[config.mk]
export PLATFORM = sky130hd
export DESIGN_NAME = pbr_base_regs
export DESIGN_NICKNAME = d
export VERILOG_FILES = /design/src/pbr_pkg.sv /design/src/pbr_evt_if.sv /design/src/pbr_port_evt.sv /design/src/pbr_base_regs.sv
export VERILOG_INCLUDE_DIRS = /design/src
export SDC_FILE = /design/constraint.sdc
export NUM_CORES = 1
export LEC_CHECK = 0
export BUFFER_PORTS_ARGS = -buffer_cell sky130_fd_sc_hd__buf_2
export CORE_MARGIN = 2
export CORE_UTILIZATION = 50
export DETAILED_ROUTE_END_ITERATION = 8
export PLACE_DENSITY = 0.88
export SETUP_SLACK_MARGIN = 0.4
export SLEW_MARGIN = 15
export SYNTH_ARGS = -nofsm -noshare
export SYNTH_HDL_FRONTEND = slang
export SYNTH_SLANG_ARGS = --single-unit
[constraint.sdc]
create_clock -name sys_clk_i -period 4.3 [get_ports sys_clk_i]
set_input_delay 0.215 -clock sys_clk_i [delete_from_list [all_inputs] [get_ports sys_clk_i]]
set_output_delay 0.215 -clock sys_clk_i [all_outputs]
set_load 0.005 [all_outputs]
[src/pbr_map.svh]
// Purpose: Offsets, field positions, reset values and timing counts
// Assumes: Vector bit 7 is the leftmost (bit 0) field position on the bus
// Notes: Definitions only
`ifndef PBR_MAP_SVH
`define PBR_MAP_SVH

`define PBR_ADDR_W 4
`define PBR_ADDR_STATUS 4'h0
`define PBR_ADDR_CAPS 4'h2
`define PBR_ADDR_SPEED 4'h3
`define PBR_ADDR_NODE 4'h4
`define PBR_ADDR_EVENT 4'h5
`define PBR_ADDR_SELECT 4'h7
`define PBR_ADDR_PAGED_BIT 3

`define PBR_EXT_CODE 3'h7
`define PBR_PORT_COUNT 4'h2
`define PBR_SPEED_CODE 3'h2
`define PBR_DELAY_CODE 4'h0
`define PBR_JITTER_CODE 3'h0

`define PBR_B0_CPS 0
`define PBR_B4_LINK_ACTIVE_CTRL 7
`define PBR_B4_CONT 6
`define PBR_B5_WDOG 7
`define PBR_B5_SHORT_BUS_RESET_REQ 6
`define PBR_B5_LOOP 5
`define PBR_B5_PFAIL 4
`define PBR_B5_TMO 3
`define PBR_B5_PEVT 2
`define PBR_B5_ACCEL 1
`define PBR_B5_MULTI 0

`define PBR_RST_LINK_ACTIVE_CTRL 1'b1
`define PBR_RST_CONT 1'b0
`define PBR_RST_FLAG 1'b0
`define PBR_RST_PAGE 3'h0
`define PBR_RST_PORT 4'h0
`define PBR_PAGE_RSVD_LO 3'h2
`define PBR_PAGE_RSVD_HI 3'h6

`define PBR_CLK_NS 40
`define PBR_SBR_TIME_NS 1300
`define PBR_SBR_CYCLES ((`PBR_SBR_TIME_NS + `PBR_CLK_NS - 1) / `PBR_CLK_NS)

`endif

[src/pbr_pkg.sv]
// Purpose: Shared types of the PHY base register bank
// Assumes: Constants live in pbr_map.svh
// Notes: Two ports are built in
package pbr_pkg;
	typedef logic [7:0] pbr_byte_t;
	typedef logic [1:0] pbr_ports_t;
	typedef logic [5:0] pbr_cnt_t;
endpackage : pbr_pkg

[src/pbr_evt_if.sv]
// Purpose: Port status bundle between bank and port event detector
// Assumes: Single clock domain
// Notes: Detector outputs are registered
`timescale 1ns/1ps
interface pbr_evt_if;
	import pbr_pkg::*;
	pbr_ports_t bias;
	pbr_ports_t conn;
	pbr_ports_t dis;
	pbr_ports_t fault;
	pbr_ports_t int_en;
	pbr_ports_t resume;
	logic change;
	logic resume_any;
	modport bank (output bias, conn, dis, fault, int_en, resume,
		input change, resume_any);
	modport det (input bias, conn, dis, fault, int_en, resume,
		output change, resume_any);
endinterface : pbr_evt_if

[src/pbr_port_evt.sv]
// Purpose: Per-port status change and resume start detection
// Assumes: Status inputs synchronous to sys_clk_i
// Notes: First cycle after reset only primes the history
`timescale 1ns/1ps
module pbr_port_evt (
	input wire logic sys_clk_i, // System clock
	input wire logic rstn_i, // Synchronous reset, active low
	pbr_evt_if.det ev // Port status and event pulses
);
	import pbr_pkg::*;

	typedef struct packed {
		logic primed;
		pbr_ports_t bias;
		pbr_ports_t conn;
		pbr_ports_t dis;
		pbr_ports_t fault;
		pbr_ports_t resume;
		logic change;
		logic resume_any;
	} pbr_evt_st_t;

	pbr_evt_st_t st;
	pbr_evt_st_t next_st;
	pbr_ports_t hit;
	pbr_ports_t rise;

	genvar g;
	generate
		for (g = 0; g < 2; g++) begin : g_port
			// Bias is not watched while the port is disabled
			assign hit[g] = ev.int_en[g] & (
				((ev.bias[g] ^ st.bias[g]) & ~ev.dis[g]) |
				(ev.conn[g] ^ st.conn[g]) |
				(ev.dis[g] ^ st.dis[g]) |
				(ev.fault[g] ^ st.fault[g]));
			assign rise[g] = ev.resume[g] & ~st.resume[g];
		end
	endgenerate

	always_comb begin
		next_st = st;
		next_st.primed = 1'b1;
		next_st.bias = ev.bias;
		next_st.conn = ev.conn;
		next_st.dis = ev.dis;
		next_st.fault = ev.fault;
		next_st.resume = ev.resume;
		next_st.change = st.primed & (|hit);
		next_st.resume_any = st.primed & (|rise);
		if (!rstn_i) begin
			next_st = '0;
		end
	end

	always_ff @(posedge sys_clk_i) begin
		st <= next_st;
	end

	assign ev.change = st.change;
	assign ev.resume_any = st.resume_any;
endmodule : pbr_port_evt

[src/pbr_base_regs.sv]
// Purpose: Base register bank (addresses 0-7) of a two-port cable PHY
// Assumes: All inputs synchronous to sys_clk_i, 25 MHz
// Notes: Paged registers live outside; reads answer one cycle later
// Operation
// - Extended code reads constant 111b
// - Port count reads constant two
// - Speed code reads constant S400 (010b)
// - Repeater delay field reads zero
// - Repeater jitter field reads zero
// - Self-ID bit 9 is link control AND LINK_POWER_STATUS_IN
// - Link control set by reset, kept on bus reset
// - Link interface follows only link power status
// - Contender bit goes to self-ID bit 20
// - Power class from pins, to self-ID 21-23
// - Watchdog lets resume start set port event
// - Short bus reset request, cleared by bus reset
// - Loop flag on tree-ID timeout, write-one clears
// - Loop plus watchdog wakes inactive link
// - Power fail flag on falling cable power
// - State timeout sets flag and bus reset
// - Port event on enabled port status change
// - Accelerated arbitration enable, reset clears
// - Multispeed concatenation enable, reset clears
// - Page select chooses decode of 8-15
// - Port select chooses per-port registers
// - Addresses 0-7 page independent, 8-15 paged
`timescale 1ns/1ps
`include "pbr_map.svh"
module pbr_base_regs (
	input wire logic sys_clk_i, // System clock, 25 MHz
	input wire logic rstn_i, // Hardware reset, sync, active low
	input wire logic [3:0] reg_addr_i, // Register address
	input wire logic reg_wr_i, // Write strobe
	input wire logic reg_rd_i, // Read strobe
	input wire pbr_pkg::pbr_byte_t reg_wdata_i, // Write data
	output logic [7:0] reg_rdata_o, // Read data
	output logic reg_rvalid_o, // Read data valid pulse
	input wire pbr_pkg::pbr_byte_t paged_rdata_i, // Paged read data
	output logic paged_wr_o, // Paged write pulse
	output logic [3:0] paged_addr_o, // Paged write address
	output logic [7:0] paged_wdata_o, // Paged write data
	output logic [2:0] page_sel_o, // Selected page
	output logic [3:0] port_sel_o, // Selected port
	input wire logic link_power_status_in_i, // Link power status
	input wire logic link_request_in_i, // Link request
	output logic llc_if_active_o, // Link interface active
	output logic link_req_accept_o, // Link request served
	input wire logic cable_power_sense_i, // Cable power sense
	input wire logic [2:0] power_class_pins_i, // Power class straps
	input wire logic arb_loop_timeout_i, // Tree-ID start timeout
	input wire logic state_timeout_i, // State timeout pulse
	input wire logic bus_reset_i, // Bus reset occurred pulse
	input wire logic bus_opportunity_i, // Arbitration slot free
	input wire pbr_pkg::pbr_ports_t port_bias_i, // Port bias
	input wire pbr_pkg::pbr_ports_t port_conn_i, // Port connected
	input wire pbr_pkg::pbr_ports_t port_dis_i, // Port disabled
	input wire pbr_pkg::pbr_ports_t port_fault_i, // Port fault
	input wire pbr_pkg::pbr_ports_t port_int_en_i, // Port irq enable
	input wire pbr_pkg::pbr_ports_t port_resume_i, // Port resuming
	output logic selfid_l_o, // Self-ID L bit 9
	output logic selfid_c_o, // Self-ID contender bit 20
	output logic [2:0] selfid_pwr_o, // Self-ID power bits 21-23
	output logic link_wake_o, // Activate link layer
	output logic short_bus_reset_o, // Short bus reset active
	output logic timeout_bus_reset_o, // Bus reset after timeout
	output logic enab_accel_o, // Accelerated arbitration
	output logic enab_multi_o // Multispeed concatenation
);
	import pbr_pkg::*;

	typedef struct packed {
		logic link_ctrl;
		logic contender;
		logic [2:0] pwr_class;
		logic pwr_load;
		logic watchdog;
		logic short_bus_reset_req;
		logic loop_f;
		logic pwr_fail;
		logic timeout;
		logic port_event;
		logic accel;
		logic multi;
		logic [2:0] page;
		logic [3:0] port;
		logic cps_q;
		pbr_cnt_t sbr_cnt;
		logic sbr_out;
		pbr_cnt_t sbr_run;
		logic tmo_rst;
		pbr_byte_t rdata;
		logic rvalid;
		logic l_bit;
		logic wake;
		logic llc_on;
		logic req_ok;
		logic paged_wr;
		logic [3:0] paged_addr;
		pbr_byte_t paged_wdata;
	} pbr_st_t;

	localparam pbr_cnt_t SBR_CNT = pbr_cnt_t'(`PBR_SBR_CYCLES);

	pbr_st_t st;
	pbr_st_t next_st;
	pbr_evt_if evif ();

	assign evif.bias = port_bias_i;
	assign evif.conn = port_conn_i;
	assign evif.dis = port_dis_i;
	assign evif.fault = port_fault_i;
	assign evif.int_en = port_int_en_i;
	assign evif.resume = port_resume_i;

	pbr_port_evt u_evt (
		.sys_clk_i(sys_clk_i),
		.rstn_i(rstn_i),
		.ev(evif.det)
	);

	function automatic logic is_paged(input logic [3:0] a);
		is_paged = a[`PBR_ADDR_PAGED_BIT];
	endfunction : is_paged

	function automatic logic page_rsvd(input logic [2:0] p);
		page_rsvd = (p >= `PBR_PAGE_RSVD_LO) && (p <= `PBR_PAGE_RSVD_HI);
	endfunction : page_rsvd

	function automatic pbr_byte_t base_rd(input logic [3:0] a,
		input pbr_st_t s, input logic cable_power_sense);
		base_rd = 8'h00;
		case (a)
			`PBR_ADDR_STATUS: base_rd[`PBR_B0_CPS] = cable_power_sense;
			`PBR_ADDR_CAPS: base_rd = {`PBR_EXT_CODE, 1'b0,
				`PBR_PORT_COUNT};
			`PBR_ADDR_SPEED: base_rd = {`PBR_SPEED_CODE, 1'b0,
				`PBR_DELAY_CODE};
			`PBR_ADDR_NODE: base_rd = {s.link_ctrl, s.contender,
				`PBR_JITTER_CODE, s.pwr_class};
			`PBR_ADDR_EVENT: base_rd = {s.watchdog, s.short_bus_reset_req, s.loop_f,
				s.pwr_fail, s.timeout, s.port_event, s.accel, s.multi};
			`PBR_ADDR_SELECT: base_rd = {s.page, 1'b0, s.port};
			default: base_rd = 8'h00;
		endcase
	endfunction : base_rd

	logic wr_node;
	logic wr_event;
	logic wr_sel;
	logic clr_loop;
	logic clr_pfail;
	logic clr_tmo;
	logic clr_pevt;

	// Capability registers have no write decode at all
	assign wr_node = reg_wr_i && (reg_addr_i == `PBR_ADDR_NODE);
	assign wr_event = reg_wr_i && (reg_addr_i == `PBR_ADDR_EVENT);
	assign wr_sel = reg_wr_i && (reg_addr_i == `PBR_ADDR_SELECT);
	assign clr_loop = wr_event && reg_wdata_i[`PBR_B5_LOOP];
	assign clr_pfail = wr_event && reg_wdata_i[`PBR_B5_PFAIL];
	assign clr_tmo = wr_event && reg_wdata_i[`PBR_B5_TMO];
	assign clr_pevt = wr_event && reg_wdata_i[`PBR_B5_PEVT];

	always_comb begin
		next_st = st;
		next_st.cps_q = cable_power_sense_i;
		// Straps are taken the cycle after reset release
		next_st.pwr_load = 1'b0;
		if (st.pwr_load) begin
			next_st.pwr_class = power_class_pins_i;
		end
		if (wr_node) begin
			next_st.link_ctrl = reg_wdata_i[`PBR_B4_LINK_ACTIVE_CTRL];
			next_st.contender = reg_wdata_i[`PBR_B4_CONT];
			next_st.pwr_class = reg_wdata_i[2:0];
		end
		if (wr_event) begin
			next_st.watchdog = reg_wdata_i[`PBR_B5_WDOG];
			next_st.accel = reg_wdata_i[`PBR_B5_ACCEL];
			next_st.multi = reg_wdata_i[`PBR_B5_MULTI];
		end
		if (wr_sel) begin
			next_st.page = reg_wdata_i[7:5];
			next_st.port = reg_wdata_i[3:0];
		end
		// Set wins over a same-cycle write-one clear
		next_st.loop_f = (st.loop_f & ~clr_loop) | arb_loop_timeout_i;
		next_st.pwr_fail = (st.pwr_fail & ~clr_pfail) |
			(st.cps_q & ~cable_power_sense_i);
		next_st.timeout = (st.timeout & ~clr_tmo) | state_timeout_i;
		next_st.port_event = (st.port_event & ~clr_pevt) | evif.change |
			(st.watchdog & evif.resume_any);
		next_st.tmo_rst = state_timeout_i;
		// Short reset: the end of our own reset counts as a bus reset
		if (st.sbr_cnt != 6'h00) begin
			next_st.sbr_cnt = st.sbr_cnt - 6'h01;
			if (st.sbr_cnt == 6'h01) begin
				next_st.short_bus_reset_req = 1'b0;
			end
		end else if (st.short_bus_reset_req && bus_opportunity_i) begin
			next_st.sbr_cnt = SBR_CNT;
		end
		if (bus_reset_i) begin
			next_st.short_bus_reset_req = 1'b0;
		end
		// Writing zero never withdraws a pending request
		if (wr_event && reg_wdata_i[`PBR_B5_SHORT_BUS_RESET_REQ]) begin
			next_st.short_bus_reset_req = 1'b1;
		end
		next_st.sbr_out = (next_st.sbr_cnt != 6'h00);
		// Independent length witness, counts output cycles only
		next_st.sbr_run = st.sbr_out ? st.sbr_run + 6'h01 : 6'h00;
		next_st.l_bit = st.link_ctrl & link_power_status_in_i;
		next_st.llc_on = link_power_status_in_i;
		next_st.req_ok = link_power_status_in_i & link_request_in_i;
		next_st.wake = st.loop_f & st.watchdog &
			~link_power_status_in_i;
		next_st.rvalid = reg_rd_i;
		if (reg_rd_i) begin
			if (is_paged(reg_addr_i)) begin
				next_st.rdata = page_rsvd(st.page) ? 8'h00 :
					paged_rdata_i;
			end else begin
				next_st.rdata = base_rd(reg_addr_i, st,
					cable_power_sense_i);
			end
		end
		next_st.paged_wr = reg_wr_i && is_paged(reg_addr_i) &&
			!page_rsvd(st.page);
		if (reg_wr_i && is_paged(reg_addr_i)) begin
			next_st.paged_addr = reg_addr_i;
			next_st.paged_wdata = reg_wdata_i;
		end
		if (!rstn_i) begin
			next_st = '0;
			next_st.link_ctrl = `PBR_RST_LINK_ACTIVE_CTRL;
			next_st.contender = `PBR_RST_CONT;
			next_st.pwr_load = 1'b1;
			next_st.watchdog = `PBR_RST_FLAG;
			next_st.accel = `PBR_RST_FLAG;
			next_st.multi = `PBR_RST_FLAG;
			next_st.page = `PBR_RST_PAGE;
			next_st.port = `PBR_RST_PORT;
			next_st.cps_q = 1'b0;
		end
	end

	always_ff @(posedge sys_clk_i) begin
		st <= next_st;
	end

	assign reg_rdata_o = st.rdata;
	assign reg_rvalid_o = st.rvalid;
	assign paged_wr_o = st.paged_wr;
	assign paged_addr_o = st.paged_addr;
	assign paged_wdata_o = st.paged_wdata;
	assign page_sel_o = st.page;
	assign port_sel_o = st.port;
	assign llc_if_active_o = st.llc_on;
	assign link_req_accept_o = st.req_ok;
	assign selfid_l_o = st.l_bit;
	assign selfid_c_o = st.contender;
	assign selfid_pwr_o = st.pwr_class;
	assign link_wake_o = st.wake;
	assign short_bus_reset_o = st.sbr_out;
	assign timeout_bus_reset_o = st.tmo_rst;
	assign enab_accel_o = st.accel;
	assign enab_multi_o = st.multi;
endmodule : pbr_base_regs

After elaboration in Yosys (flattened, before gate mapping)
Cells that the tools add are included.
- add/subtract/negate cells: 2
- order comparisons: 2
- eq/ne operators: 6
- multiplexer cells: 20
- bitwise logic cells: 47
- reduce and logical (&&, ||, !) cells: 23
- operator list (kind ; count):
    $mux 57 ; 1
    $pmux 7 s5 ; 1
    $mux 8 ; 3
    $and 1x1->1 ; 18
    $mux 6 ; 3
    $mux 13 ; 1
    $eq 4x3->1 const B ; 3
    $logic_and 1x1->1 ; 12
    $mux 12 ; 1
    $reduce_bool 6->1 ; 2
    $or 1x1->1 ; 11
    $not 1->1 ; 10
    $eq 4x2->1 const B ; 2
    $xor 1x1->1 ; 8
    $mux 7 ; 1
    $add 6x1->6 const B ; 1
    $eq 6x1->1 const B ; 1
    $mux 3 ; 2
    $reduce_bool 3->1 ; 2
    $sub 6x1->6 const B ; 1
    $mux 1 ; 5
    $logic_not 4->1 ; 1
    $pmux 1 s4 ; 1
    $reduce_and 2->1 ; 2
    other kinds (6) ; 7
- flip-flop bits (word level): 75
- output and inout bits: 41

Depth between registers and ports, before layout
- depth in word-level cells: 9
- depth in mapped cells: 7

By module
Synthesis repeated with hierarchy kept, for this count alone.
- cell total of the unflattened synthesis: 335
- area total of the unflattened synthesis: 3049.2 um2
- by module, submodules not included (module ; times used ; cells each ; area an instance (um2) ; seq. area each (um2)):
    pbr_base_regs ; 1 ; 292 ; 2598.7 ; 1121.1
    pbr_port_evt ; 1 ; 43 ; 450.4 ; 260.2

Worst setup path after synthesis
OpenSTA, ideal clock, no wires.
- path type: reg2reg
- start: reg st[34] in the netlist's numbering
- end: reg st[38] in the netlist's numbering
- setup time: 0.070 ns
- arrival: 1.549 ns
- data required time: 4.230 ns
- path slack: 2.681 ns
- stages on the path, launching flop included: 7
- period minus slack after synthesis: 1.619 ns
- path through: dfxtp_1 -> clkbuf_1 -> inv_1 -> ha_1 -> nor2b_1 -> or4_1 -> a21oi_1
- cells in the longest elaborated chain, start to end: 2
- elaborated cells between the ends (all ways): 3
- classes of those cells: 1 x add/sub; 1 x mux; 1 x reduce/logical
- RTL lines (element ; line ; text):
    from (decl) ; pbr_base_regs.sv:104 ; pbr_st_t st;
    from (signal assigned) ; pbr_base_regs.sv:249 ; st <= next_st;
    $sub 6x1->6 / $reduce_bool 6->1 (equally long branches) ; pbr_base_regs.sv:196, pbr_base_regs.sv:195 ;
    $mux 6 * ; pbr_base_regs.sv:195 ; if (st.sbr_cnt != 6'h00) begin
Every way passes the cells marked *; elsewhere a longest branch is shown, timed or not.
A chain may end at the register's enable or synchronous reset.

Worst setup path after layout
- start: in rstn_i
- end: reg st (netlist bit paged_wr_o)
- RTL lines (element ; line ; text):
    from (decl) ; pbr_base_regs.sv:31 ; input wire logic rstn_i,
No word-level cell between the ends.

==> run_results.csv <==
group,metric,value,unit
routing,drcViolationCount,0,
die,initial_utilization,51.8,%
die,fp-row-count,28,
grt,antenna_found_initial,0,
worst_setup_path,cp.required,4.52,ns
die,core_area,5960,sq um
finish,nets,446,
hold_path,hp-class,"in2reg",
worst_setup_path,worstPathArrival,2.05,ns
synthesis,synthArstFlopShare,0,%
die,die_y,82.5,microns
grt,grt_max_degree,40,
power,p_per_area,477,nW/um^2
cts,clkLatencyLatePin,0.34,ns
synthesis,synth-seq-cells,69,
worst_setup_path,cpPeakStageDelay,0.93,ns
synthesis,synth_area_leaders,"dfxtp_1 (45%), buf_4 (7.5%), nand2_1 (5.7%)",
timing,finalCritPeriodShare,42.6,%
worst_setup_path,worstPathMaxFanout,39,
cts,cts_setup_buffers,0,
die,io_pins,87,
timing,fmax,546,MHz
grt,overflow,0,
placed_design,hpwl,5.07,mm
synthesis,synth_area,3080,sq um
synthesis,syn_inst,348,
synthesis,synthDistinctLibCells,51,
routing,first_iter_violations,201,
finish,instances_no_fill,477,
synthesis,synth-edff-count,0,
placed_design,port_buffers,86,
finish,area_delta_synth_final,13.4,%
worst_setup_path,worst_setup_path_end_kind,"register",
cts,cts_buffers,9,
worst_setup_path,critPathLaunchType,"input port",
synthesis,yosysWarningCount,0,
finish,drive_gt1_share,28.6,%
timing,final_max_slew_viol_count,0,
power,leakage,1.52,nW
worst_setup_path,path_cells,"buf_2 > clkinv_1 > a211oi_1",
timing,tns,0,ns
timing,min_period,1.83,ns
finish,fin_util,58.7,%
cts,cts_hold_buf,0,
die,die_w,82.5,microns
synthesis,syn_nets,397,
routing,final_antenna_net_count,0,
routing,vias_per_cell,5.39,
cts,cts_tree,"done",
synthesis,yosysMostFrequentCell,"dfxtp_1",
timing,worst_pin_slew,1.01,ns
grt,grt_pass1_vias,2295,
finish,diodes,0,
synthesis,yosysTopAreaCell,"dfxtp_1",
power,ir_worst_vdd,0.210,mV
synthesis,synthFlopType,"dfxtp_1",
routing,dr.pass1.iters,4,
routing,vias,2571,
power,totalPowerFinal,1.67,mW
timing,fin_hold_ws,0.0689,ns
routing,routed_wl,6.99,mm
cts,clockRootBuffer,"clkbuf_8",
synthesis,yosys-top-cells-count,"dfxtp_1 (69), nand2_1 (47), buf_4 (31)",
die,dieArea,6810,sq um
outcome,status,"finished clean",
timing,rsz0062_at_grt,"no",
cts,clkTransAtPathRegs,0.07,ns
cts,cts_sinks,69,
routing,wl_per_cell,14.7,microns
cts,cts_htree_levels,3,
synthesis,synth.top_cell.area_share,44.8,%
placed_design,placed_cells,461,
synthesis,syn_avg_cell_area,8.86,sq um
grt,grt_pass1_wl,10.8,mm
synthesis,seq_area_frac_synth,44.8,%
placed_design,gp_congestion,0.890,
worst_setup_path,path_class,"in2reg",
run,max_cap_viol_count,0,
grt,grtUsageTotal,21.0,%
cts,cts_resized,0,
timing,setup_viol,0,
timing,clock_skew,0.00870,ns
timing,relSlewSlack,32.1,%
timing,finalHoldViolCount,0,
worst_setup_path,crit_slowest_cell,"clkinv_1",
cts,cts_buffer_depth,2,
==> cell type report <==
type	count	area [sq um]
clock buffer	10	128
clock inverter	6	87.6
timing repair buffer	86	430
fill	567	2460
sequential	69	1380
inverter	9	33.8
multi-input combinational	222	1340
tap	75	93.8
==> metrics by stage <==
step	instance area, sq um	worst slack, ns
detailed placement	3280	2.52
floorplan	3080	2.68
finish	3500	2.47
global placement	3280	2.60
global route	3500	2.22
CTS	3500	2.51
==> registers in the layout (all words and copies together), names as in the netlist, 3 cells and up <==
signal         count
u_evt.st          11
reg_rdata_o        8
page_sel_o         3
port_sel_o         4
selfid_pwr_o       3
paged_addr_o       4
st                15
paged_wdata_o      8
==> critical path: cells and delay by family <==
family                 cells  cell delay, ns
buffers and inverters      2            1.31
AO/OA/AOI/OAI              1            0.51
==> worst paths after layout <==
kind | slack, ns | depth (start not counted) | to | start
setup reg to reg | 2.51 | 6 | short_bus_reset_o | st[34]
hold reg to reg | 0.46 | 2 | st[50] | u_evt.ev.change
hold / removal | 0.07 | 2 | link_wake_o | link_power_status_in_i
setup / recovery | 2.47 | 3 | paged_wr_o | rstn_i
==> power by group <==
group / switching (mW) / internal [mW]
clock: 0.245 / 0.325
combinational: 0.199 / 0.147
sequential: 0.0540 / 0.697
total: 0.498 / 1.17
==> cells by family (layout without fill, tap and decap cells) <==
logic type | after synthesis | count (layout) | synth area share (%)
and+or+nand+nor | 125 | 125 | 20.5
AOI/OAI and AO/OA | 78 | 78 | 16.8
DFF | 69 | 69 | 44.8
buffers and inverters | 57 | 111 | 11.6
muxes | 10 | 10 | 3.33
xor gates and xnor gates | 6 | 6 | 1.70
adders and majority gates | 3 | 3 | 1.22
==> layer usage <==
layer	GRT usage (%)	part of all wire, %
met5	0	0
met4	8.69	2.3
met3	5.54	7.3
met2	35.1	49
met1	25.7	42
==> layout by cell type (no fill, tap or decap), types with 4 or more instances in the layout <==
cell type	n
nand3_1	15
a211oi_1	7
dfxtp_1	69
a41oi_1	4
xor2_1	6
o21ai_0	10
nand2_1	47
mux2i_1	8
inv_1	8
a31oi_1	6
clkbuf_8	9
nor2b_1	4
and2_1	13
nor2_1	21
a21oi_1	28
buf_2	86
Note: power is estimated with default switching activity, not from simulation.
